File: src/core/awt_pkg.sv
// constants, field layout and reset values of the audio wake and trim register bank
// assumes a 4-bit processor data bus with 5-bit nibble addresses
// Functional notes
// RL1 - with record gain on, gain select 00/01/10/11 picks gain 50/100/150/200.
// RL2 - with the trim option on, trim select 00/01/10/11 moves the oscillator by -4/-2/+2/+4 percent.
// RL3 - record gain enable 1 turns the built-in record gain on, 0 turns it off.
// RL4 - sample format 1 means two's complement samples, 0 means sign-magnitude.
// RL5 - a speaker wake-up from halt sets the speaker wake flag, which stays until software clears it.
// RL6 - speaker wake enable 1 allows wake-up through the speaker pins, 0 blocks it.
// RL7 - wake sensitivity 00 is the lowest detection level and 11 the highest.
// RL8 - the low-voltage flag reads 1 while supply is below the level and ignores writes.
// RL9 - in sign-magnitude the top bit of the sample high nibble is the sign, 0 positive.
// RL10 - detector enable 1 turns the detector on; 0 turns it off and keeps the flag low.
package awt_pkg;
   localparam int unsigned ADDR_W = 5;
   localparam int unsigned DATA_W = 4;
   localparam logic [4:0] ADDR_GAIN_TRIM  = 5'h10;
   localparam logic [4:0] ADDR_AUDIO_FMT  = 5'h11;
   localparam logic [4:0] ADDR_SPK_WAKE   = 5'h12;
   localparam logic [4:0] ADDR_VOLT_MON   = 5'h13;
   localparam logic [3:0] RESET_VAL       = 4'h0;
   // field positions
   localparam int unsigned GT_TRIM_LO     = 0;
   localparam int unsigned GT_GAIN_LO     = 2;
   localparam int unsigned AF_FMT_BIT     = 1;
   localparam int unsigned AF_GAIN_EN_BIT = 3;
   localparam int unsigned SW_EN_BIT      = 0;
   localparam int unsigned SW_SENS_LO     = 1;
   localparam int unsigned SW_FLAG_BIT    = 3;
   localparam int unsigned VM_EN_BIT      = 0;
   localparam int unsigned VM_FLAG_BIT    = 1;
   localparam int unsigned SIGN_BIT       = 3;
   // record gain values per code
   localparam logic [7:0] GAIN_CODE0 = 8'h32;
   localparam logic [7:0] GAIN_CODE1 = 8'h64;
   localparam logic [7:0] GAIN_CODE2 = 8'h96;
   localparam logic [7:0] GAIN_CODE3 = 8'hc8;
   // oscillator shift in percent, signed
   localparam logic signed [3:0] TRIM_CODE0 = -4'sd4;
   localparam logic signed [3:0] TRIM_CODE1 = -4'sd2;
   localparam logic signed [3:0] TRIM_CODE2 = 4'sd2;
   localparam logic signed [3:0] TRIM_CODE3 = 4'sd4;
   typedef enum logic {AWT_SIGN_MAG = 1'b0, AWT_TWOS = 1'b1} awt_fmt_t;
endpackage : awt_pkg

File: src/core/awt_ctl_if.sv
// decoded control settings passed from the bank to the sample converter
// assumes a single clock domain
interface awt_ctl_if;
   logic       fmt_twos;
   logic [3:0] hi_nibble;
   logic [3:0] conv_nibble;
   modport bank (output fmt_twos, output hi_nibble, input conv_nibble);
   modport conv (input fmt_twos, input hi_nibble, output conv_nibble);
endinterface : awt_ctl_if

File: src/core/awt_regs.sv
// audio wake and trim register bank at nibble addresses 10h..13h
// assumes processor access: one-cycle wr_en/rd_en strobes, synchronous inputs
module awt_regs (
   input  wire logic       clk,
   input  wire logic       rst_n,
   input  wire logic [4:0] addr,
   input  wire logic       wr_en,
   input  wire logic [3:0] wr_data,
   input  wire logic       rd_en,
   output logic      [3:0] rd_data,
   input  wire logic       trim_option,
   input  wire logic       halt_wake_spk,
   input  wire logic       low_voltage_sense,
   input  wire logic [3:0] sample_hi,
   output logic      [7:0] record_gain,
   output logic            record_gain_enable,
   output logic signed [3:0] osc_trim_pct,
   output logic            speaker_wake_enable,
   output logic      [1:0] wake_sensitivity_select,
   output logic            low_voltage_detect_enable,
   output logic            sample_format_select,
   output logic      [3:0] sample_hi_twos
);
   logic [3:0] gain_trim_reg;
   logic [3:0] fmt_reg;
   logic [2:0] wake_ctl_reg;
   logic       speaker_wake_flag_reg;
   logic       lvd_en_reg;
   logic       low_voltage_flag_reg;
   logic [7:0] gain_reg;
   logic signed [3:0] trim_reg;
   logic [3:0] rd_reg;
   logic [3:0] rd_next;
   logic       wr_gt;
   logic       wr_fmt;
   logic       wr_sw;
   logic       wr_vm;

   awt_ctl_if ctl ();

   assign wr_gt  = wr_en && (addr == awt_pkg::ADDR_GAIN_TRIM);
   assign wr_fmt = wr_en && (addr == awt_pkg::ADDR_AUDIO_FMT);
   assign wr_sw  = wr_en && (addr == awt_pkg::ADDR_SPK_WAKE);
   assign wr_vm  = wr_en && (addr == awt_pkg::ADDR_VOLT_MON);

   always_ff @(posedge clk) begin
      if (!rst_n) begin
         gain_trim_reg <= awt_pkg::RESET_VAL;
      end else if (wr_gt) begin
         gain_trim_reg <= wr_data;
      end
   end

   // unused bits 2 and 0 are kept as written
   always_ff @(posedge clk) begin
      if (!rst_n) begin
         fmt_reg <= awt_pkg::RESET_VAL;
      end else if (wr_fmt) begin
         fmt_reg <= wr_data;
      end
   end

   always_ff @(posedge clk) begin
      if (!rst_n) begin
         wake_ctl_reg <= awt_pkg::RESET_VAL[2:0];
      end else if (wr_sw) begin
         wake_ctl_reg <= wr_data[2:0];
      end
   end

   // only an enabled speaker wake sets the flag; set beats clear [RL5] [RL6]
   always_ff @(posedge clk) begin
      if (!rst_n) begin
         speaker_wake_flag_reg <= awt_pkg::RESET_VAL[0];
      end else if (halt_wake_spk && wake_ctl_reg[awt_pkg::SW_EN_BIT]) begin
         speaker_wake_flag_reg <= 1'b1;
      end else if (wr_sw && !wr_data[awt_pkg::SW_FLAG_BIT]) begin
         speaker_wake_flag_reg <= 1'b0;
      end
   end

   always_ff @(posedge clk) begin
      if (!rst_n) begin
         lvd_en_reg <= awt_pkg::RESET_VAL[0];
      end else if (wr_vm) begin
         lvd_en_reg <= wr_data[awt_pkg::VM_EN_BIT];
      end
   end

   // flag follows the detector, never the write data [RL8] [RL10]
   always_ff @(posedge clk) begin
      if (!rst_n) begin
         low_voltage_flag_reg <= awt_pkg::RESET_VAL[0];
      end else begin
         low_voltage_flag_reg <= lvd_en_reg && low_voltage_sense;
      end
   end

   // gain lookup, zero while gain is off [RL1] [RL3]
   always_ff @(posedge clk) begin
      if (!rst_n) begin
         gain_reg <= {2{awt_pkg::RESET_VAL}};
      end else if (!fmt_reg[awt_pkg::AF_GAIN_EN_BIT]) begin
         gain_reg <= 8'h00;
      end else begin
         unique case (gain_trim_reg[awt_pkg::GT_GAIN_LO +: 2])
            2'b00: gain_reg <= awt_pkg::GAIN_CODE0;
            2'b01: gain_reg <= awt_pkg::GAIN_CODE1;
            2'b10: gain_reg <= awt_pkg::GAIN_CODE2;
            2'b11: gain_reg <= awt_pkg::GAIN_CODE3;
         endcase
      end
   end

   // trim shift, zero unless the option is fitted [RL2]
   always_ff @(posedge clk) begin
      if (!rst_n) begin
         trim_reg <= signed'(awt_pkg::RESET_VAL);
      end else if (!trim_option) begin
         trim_reg <= 4'sh0;
      end else begin
         unique case (gain_trim_reg[awt_pkg::GT_TRIM_LO +: 2])
            2'b00: trim_reg <= awt_pkg::TRIM_CODE0;
            2'b01: trim_reg <= awt_pkg::TRIM_CODE1;
            2'b10: trim_reg <= awt_pkg::TRIM_CODE2;
            2'b11: trim_reg <= awt_pkg::TRIM_CODE3;
         endcase
      end
   end

   always_comb begin
      rd_next = rd_reg;
      if (rd_en) begin
         unique case (addr)
            awt_pkg::ADDR_GAIN_TRIM: rd_next = gain_trim_reg;
            awt_pkg::ADDR_AUDIO_FMT: rd_next = fmt_reg;
            awt_pkg::ADDR_SPK_WAKE:  rd_next = {speaker_wake_flag_reg, wake_ctl_reg};
            awt_pkg::ADDR_VOLT_MON:  rd_next = {2'b00, low_voltage_flag_reg, lvd_en_reg};
            default:                 rd_next = 4'h0;
         endcase
      end
   end

   always_ff @(posedge clk) begin
      if (!rst_n) begin
         rd_reg <= awt_pkg::RESET_VAL;
      end else begin
         rd_reg <= rd_next;
      end
   end

   assign ctl.fmt_twos  = fmt_reg[awt_pkg::AF_FMT_BIT];
   assign ctl.hi_nibble = sample_hi;

   awt_sample_conv u_conv (
      .clk   (clk),
      .rst_n (rst_n),
      .ctl   (ctl.conv)
   );

   assign rd_data                   = rd_reg;
   assign record_gain               = gain_reg;
   assign record_gain_enable        = fmt_reg[awt_pkg::AF_GAIN_EN_BIT];   // [RL3]
   assign osc_trim_pct              = trim_reg;
   assign speaker_wake_enable       = wake_ctl_reg[awt_pkg::SW_EN_BIT];   // [RL6]
   assign wake_sensitivity_select   = wake_ctl_reg[awt_pkg::SW_SENS_LO +: 2]; // [RL7]
   assign low_voltage_detect_enable = lvd_en_reg;                         // [RL10]
   assign sample_format_select      = fmt_reg[awt_pkg::AF_FMT_BIT];       // [RL4]
   assign sample_hi_twos            = ctl.conv_nibble;
endmodule // awt_regs

File: src/core/awt_sample_conv.sv
// converts the sample high nibble to two's complement for the modulator
// assumes synchronous active-low reset
module awt_sample_conv (
   input wire logic clk,
   input wire logic rst_n,
   awt_ctl_if.conv  ctl
);
   logic [3:0] conv_reg;
   logic [3:0] conv_next;

   always_comb begin
      conv_next = ctl.hi_nibble;
      // sign-magnitude: top bit is sign, 0 positive [RL9]
      if (!ctl.fmt_twos && ctl.hi_nibble[awt_pkg::SIGN_BIT]) begin // [RL4]
         conv_next = 4'(-{1'b0, ctl.hi_nibble[2:0]});
      end
   end

   always_ff @(posedge clk) begin
      if (!rst_n) begin
         conv_reg <= awt_pkg::RESET_VAL;
      end else begin
         conv_reg <= conv_next;
      end
   end

   assign ctl.conv_nibble = conv_reg;
endmodule // awt_sample_conv

File: config.mk
export PLATFORM = sky130hd
export DESIGN_NAME = awt_regs
export DESIGN_NICKNAME = d
export VERILOG_FILES = /design/src/core/awt_pkg.sv /design/src/core/awt_ctl_if.sv /design/src/core/awt_regs.sv /design/src/core/awt_sample_conv.sv
export SDC_FILE = /design/constraint.sdc
export NUM_CORES = 1
export LEC_CHECK = 0
export BUFFER_PORTS_ARGS = -buffer_cell sky130_fd_sc_hd__buf_4
export CORE_MARGIN = 2
export CORE_UTILIZATION = 51
export CTS_BUF_LIST = sky130_fd_sc_hd__clkbuf_4 sky130_fd_sc_hd__clkbuf_8
export DETAILED_ROUTE_END_ITERATION = 10
export GPL_TIMING_DRIVEN = 0
export PLACE_DENSITY_LB_ADDON = 0.08
export SLEW_MARGIN = 20
export SYNTH_ARGS = -nofsm -noshare
export SYNTH_HDL_FRONTEND = slang
export SYNTH_SLANG_ARGS = --single-unit
File: constraint.sdc
create_clock -name clk -period 1.3 [get_ports clk]
set_input_delay 0.26 -clock clk [delete_from_list [all_inputs] [get_ports clk]]
set_output_delay 0.26 -clock clk [all_outputs]
set_load 0.05 [all_outputs]
Yosys cells after proc, flatten, opt, wreduce, memory -nomap -nowiden
Index checks and enable logic that the tools add are counted.
Cells by class
  muxes and demuxes: 6
  $add $sub $neg: 1
  reduce and logical (&&, ||, !) cells: 15
  equal/unequal tests: 10
Operators with widths (count)
  4-bit one-hot mux with 4 select lines: 2
  8-bit one-hot mux with 4 select lines: 1
  5-bit equality test, second input constant: 4
  2-bit equality test, second input constant: 4
  1-bit logical AND: 8
  2-bit by 1-bit equality test with 1-bit output, second input constant: 2
  2-bit zero test: 2
  4-bit 2-to-1 mux: 1
  3-bit negation with 4-bit output: 1
  2-bit AND reduction: 2
  1-bit zero test: 2
  1-bit 2-to-1 mux: 2
  2-bit nonzero test: 1
Storage, ports and cells
  logic and storage cells: 42
  input bits: 20
  bits in registers: 34

Depth between registers and ports, before layout
  word-level depth: 5
  depth in mapped cells: 5

By module
Synthesis repeated with hierarchy kept, for this count alone.
Unflattened totals
  cell total of the unflattened synthesis: 142
  area, all modules: 1391.3 µm²
By module, submodules not included
  awt_regs: sequential area each 540.5 µm², area each 1221.2 µm², instances 1, cells each 125
  awt_sample_conv: sequential area each 80.1 µm², area each 170.2 µm², instances 1, cells each 17

Least setup slack after synthesis
Ideal clock, no wire load.
  path kind: register -> register
  start point: register fmt_reg[1]
  end point: register rd_reg[1] (netlist: rd_data[1])
  path slack: 0.006 ns
  clock period less this slack: 1.294 ns
  path buffers: 0
  arrival: 1.177 ns
  cell stages (with the launch flop): 3
  cells stage by stage: dfxtp_1 -> mux4_2 -> a22o_1
Between the ends
  longest elaborated chain between the ends: 1
RTL lines
  start: declaration: line awt_regs.sv:25  | logic [3:0] fmt_reg;
  start signal: assignment: line awt_regs.sv:57  | fmt_reg <= awt_pkg::RESET_VAL;
  start signal: assignment: line awt_regs.sv:59  | fmt_reg <= wr_data;
  4-bit one-hot mux with 4 select lines: line awt_regs.sv:134  | unique case (addr)
  end signal: assignment: line awt_regs.sv:146  | rd_reg <= awt_pkg::RESET_VAL;
  end signal: assignment: line awt_regs.sv:148  | rd_reg <= rd_next;
  end: declaration: line awt_regs.sv:32  | logic [3:0] rd_reg;
No other way between the ends.
A chain may end at the register's enable or synchronous reset.

Final worst setup path
  start point: register wake_ctl_reg[0]
  end point: output speaker_wake_enable
RTL lines
  start: declaration: line awt_regs.sv:26  | logic [2:0] wake_ctl_reg;
  start signal: assignment: line awt_regs.sv:65  | wake_ctl_reg <= awt_pkg::RESET_VAL[2:0];
  start signal: assignment: line awt_regs.sv:67  | wake_ctl_reg <= wr_data[2:0];
  end: declaration: line awt_regs.sv:18  | output logic speaker_wake_enable,
No word-level cell between the ends.

==> impl_metrics.toml <==
[synthesis]
syn_inst = 133
avgSynthCellArea_um2 = 10.2
ys_ff_latch = 31
ys_warn_count = 0
syn_area_mm2 = 0.00136
ys_types = 28
ys_seq_area_share_pct = 45.5

[status]
status = "finished, final reports clean"

[floorplanning]
start_util_pct = 54.5
placementRows = 18
die_height_um = 55.7
dieArea_mm2 = 0.00310
fp.dieW_um = 55.7
ios = 46
core_mm2 = 0.00250

[route]
route.detailed.drc = 0
wirelength_mm = 2.80
drt_first_pass_iters = 4
ant_nets = 0
viasPerCell = 5.12
dr_total_vias = 1085
routedWlPerCell_um = 13.2
drtIter0Drc = 25

[sta]
fin_crit_sh_pct = 95.3
drv_slew = 0
rsz0062_at_grt = "false"
hold_violations = 0
finalCriticalPeriod_ns = 1.24
setup_slack_ns = 0.0611
max_freq_mhz = 807
fin_skew_ns = 0.0108
setup_viol = 0
fin_setup_tns_ns = 0

[global_routing]
antenna_found_initial = 0
grt_start_max_net_pins = 11
track_usage_pct = 20.5
grt_pass1_vias = 1064
grt_first_pass_wirelength_mm = 4.88
overflow = 0

[power]
power.density_mw_per_mm2 = 1070
power_leakage_nw = 0.893
peakVddDrop_uv = 1090

[setup_path]
regToRegEndpoint = "rd_data[0]"
end_kind = "output pin"
cp_top_family = "flip-flops"
r2r_start = "wake_ctl_reg[0]"
critPathCapture = "speaker_wake_enable"
path_class = "flop to output pin"
cp-start-kind = "flop"
critical_path_buf_inv_count = 1
worstRegToRegCells = 2
critPathLaunch = "wake_ctl_reg[0]"
crit_required_ns = 1.04
slowest_delay_ns = 0.42
crit_slowest_cell = "dfxtp_1"
path_depth = 1
cp_cell_sequence = "buf_4"
worstPathArrival_ns = 0.98
r2r_slack_ns = 0.18
crit_fanout = 4

[placement]
dp_slack_ns = -0.0135
hpwlAfterDp_mm = 2.18
gp_congestion = 0.785
io_buffers = 41

[clocking]
holdBufCountCts = 0
htreeDepth = 2
post-cts-setup-buffer-count = 0
cts.sinks = 31
cts_resized = 0
clkLatencyLatePin_ns = 0.33
clockRootBuffer = "clkbuf_4"
clockBufferDepth = 2
cts.reportedPaths.clkPinSlew_ns = 0.09
numCtsBuffers = 5
cts_tree = "built"

[final_layout]
multiInputGateArea_um2 = 669
syn_to_final_growth_pct = 31.2
finalNetCount = 211
largest_register_ffs = 6
fill_cells = 203
final_util_pct = 71.5
regArea_um2 = 622
drive_gt1_share_pct = 33.5
diodes = 0

[worst_hold_path]
hold_class = "input pin to flop"

[run]
maxCapViolations = 0
## routing by layer
metal  wire (um)  part of all wire [%]  vias to the layer above  track usage, %
li1            -                     -                      540               -
met1        1270                    45                      499            24.6
met2        1270                    45                       42            31.8
met3         231                   8.3                        4            9.07
met4          27                  0.97                        0            8.36
met5           0                     0                        -               0
## stage by stage
stage	cells	power, mW	hold WS [ns]	area, um^2
finish	212	1.92	0.142	1790
floorplan	134	1.13	0.379	1370
global route	212	1.99	0.136	1790
CTS	212	1.93	0.132	1790
detailed placement	205	1.21	0.447	1710
global placement	205	1.21	0.442	1710
## worst min path at each step
stage / from / endpoint / slack (ns) / cells past startpoint
2_1_floorplan: sample_hi[3] / u_conv.ctl.conv_nibble[3] / 0.38 / 2
3_3_place_gp: fmt_reg[0] / fmt_reg[0] / 0.44 / 2
3_5_place_dp: fmt_reg[2] / fmt_reg[2] / 0.45 / 2
4_1_cts: sample_hi[0] / u_conv.ctl.conv_nibble[0] / 0.13 / 2
5_1_grt: sample_hi[0] / u_conv.ctl.conv_nibble[0] / 0.14 / 2
6_report: sample_hi[0] / u_conv.ctl.conv_nibble[0] / 0.14 / 2
## cells in the mapped netlist
cell type   n  area [um^2]
a22o_1      4         35.0
and2_1      5         31.3
and3_1      4         25.0
and4_1      1         8.76
buf_2       1         5.00
buf_4       4         30.0
buf_6       1         11.3
clkbuf_1    2         7.51
conb_1      1         3.75
dfxtp_1    31          621
ha_1        9          113
inv_1       6         22.5
mux2i_1    15          150
mux4_2      2         45.0
nand2_1    19         71.3
nand4_1     1         6.26
nand4_2     1         12.5
nor2_1     12         45.0
nor2b_1     4         25.0
nor2b_2     1         8.76
nor3_1      1         5.00
nor3b_1     1         7.51
nor4_1      1         6.26
nor4b_4     1         23.8
o2bb2ai_1   2         17.5
o311a_1     1         10.0
or2_2       1         6.26
xor2_1      1         8.76
## power by group
part,total [mW],switching [mW],internal [mW]
Sequential,0.970,0.00639,0.964
Combinational,0.222,0.132,0.0901
Clock,0.726,0.309,0.417
Total,1.92,0.447,1.47
## cell usage in the layout (no fill, tap or decap)
master,synthesis,layout
clkbuf_1,2,2
or2_2,1,1
conb_1,1,2
and3_1,4,4
o2bb2ai_1,2,2
mux2i_1,15,15
o311a_1,1,1
dfxtp_1,31,30
nor2b_1,4,4
inv_1,6,6
mux4_2,2,2
buf_4,4,45
nor4_1,1,1
ha_1,9,9
buf_6,1,1
nor3_1,1,1
buf_2,1,1
and2_1,5,5
nor2b_2,1,1
nand4_1,1,1
bufinv_16,0,1
nand4_2,1,1
nor4b_4,1,1
clkbuf_4,0,6
dfxtp_2,0,1
nor2_1,12,12
nand2_1,19,19
nor3b_1,1,1
and4_1,1,1
a22o_1,4,4
xor2_1,1,1
## cell families after synthesis
group / Yosys count / synth area share, %
and+or+nand+nor: 53 / 20.8
DFF: 31 / 45.5
muxes: 17 / 14.3
buffers and inverters: 14 / 5.60
adders and majority gates: 9 / 8.26
AOI/OAI and AO/OA: 7 / 4.59
other: 1 / 0.275
xor gates and xnor gates: 1 / 0.643
## final cells by class
class / instances / share of cell area [%]
Multi-Input combinational cell: 89 / 37.4
Sequential cell: 31 / 34.8
Timing Repair Buffer: 41 / 17.2
Clock buffer: 6 / 2.52
Clock inverter: 1 / 1.68
Tap cell: 30 / 2.10
Buffer: 8 / 3.01
Inverter: 6 / 1.26
Power figures use the tool's default switching activity.
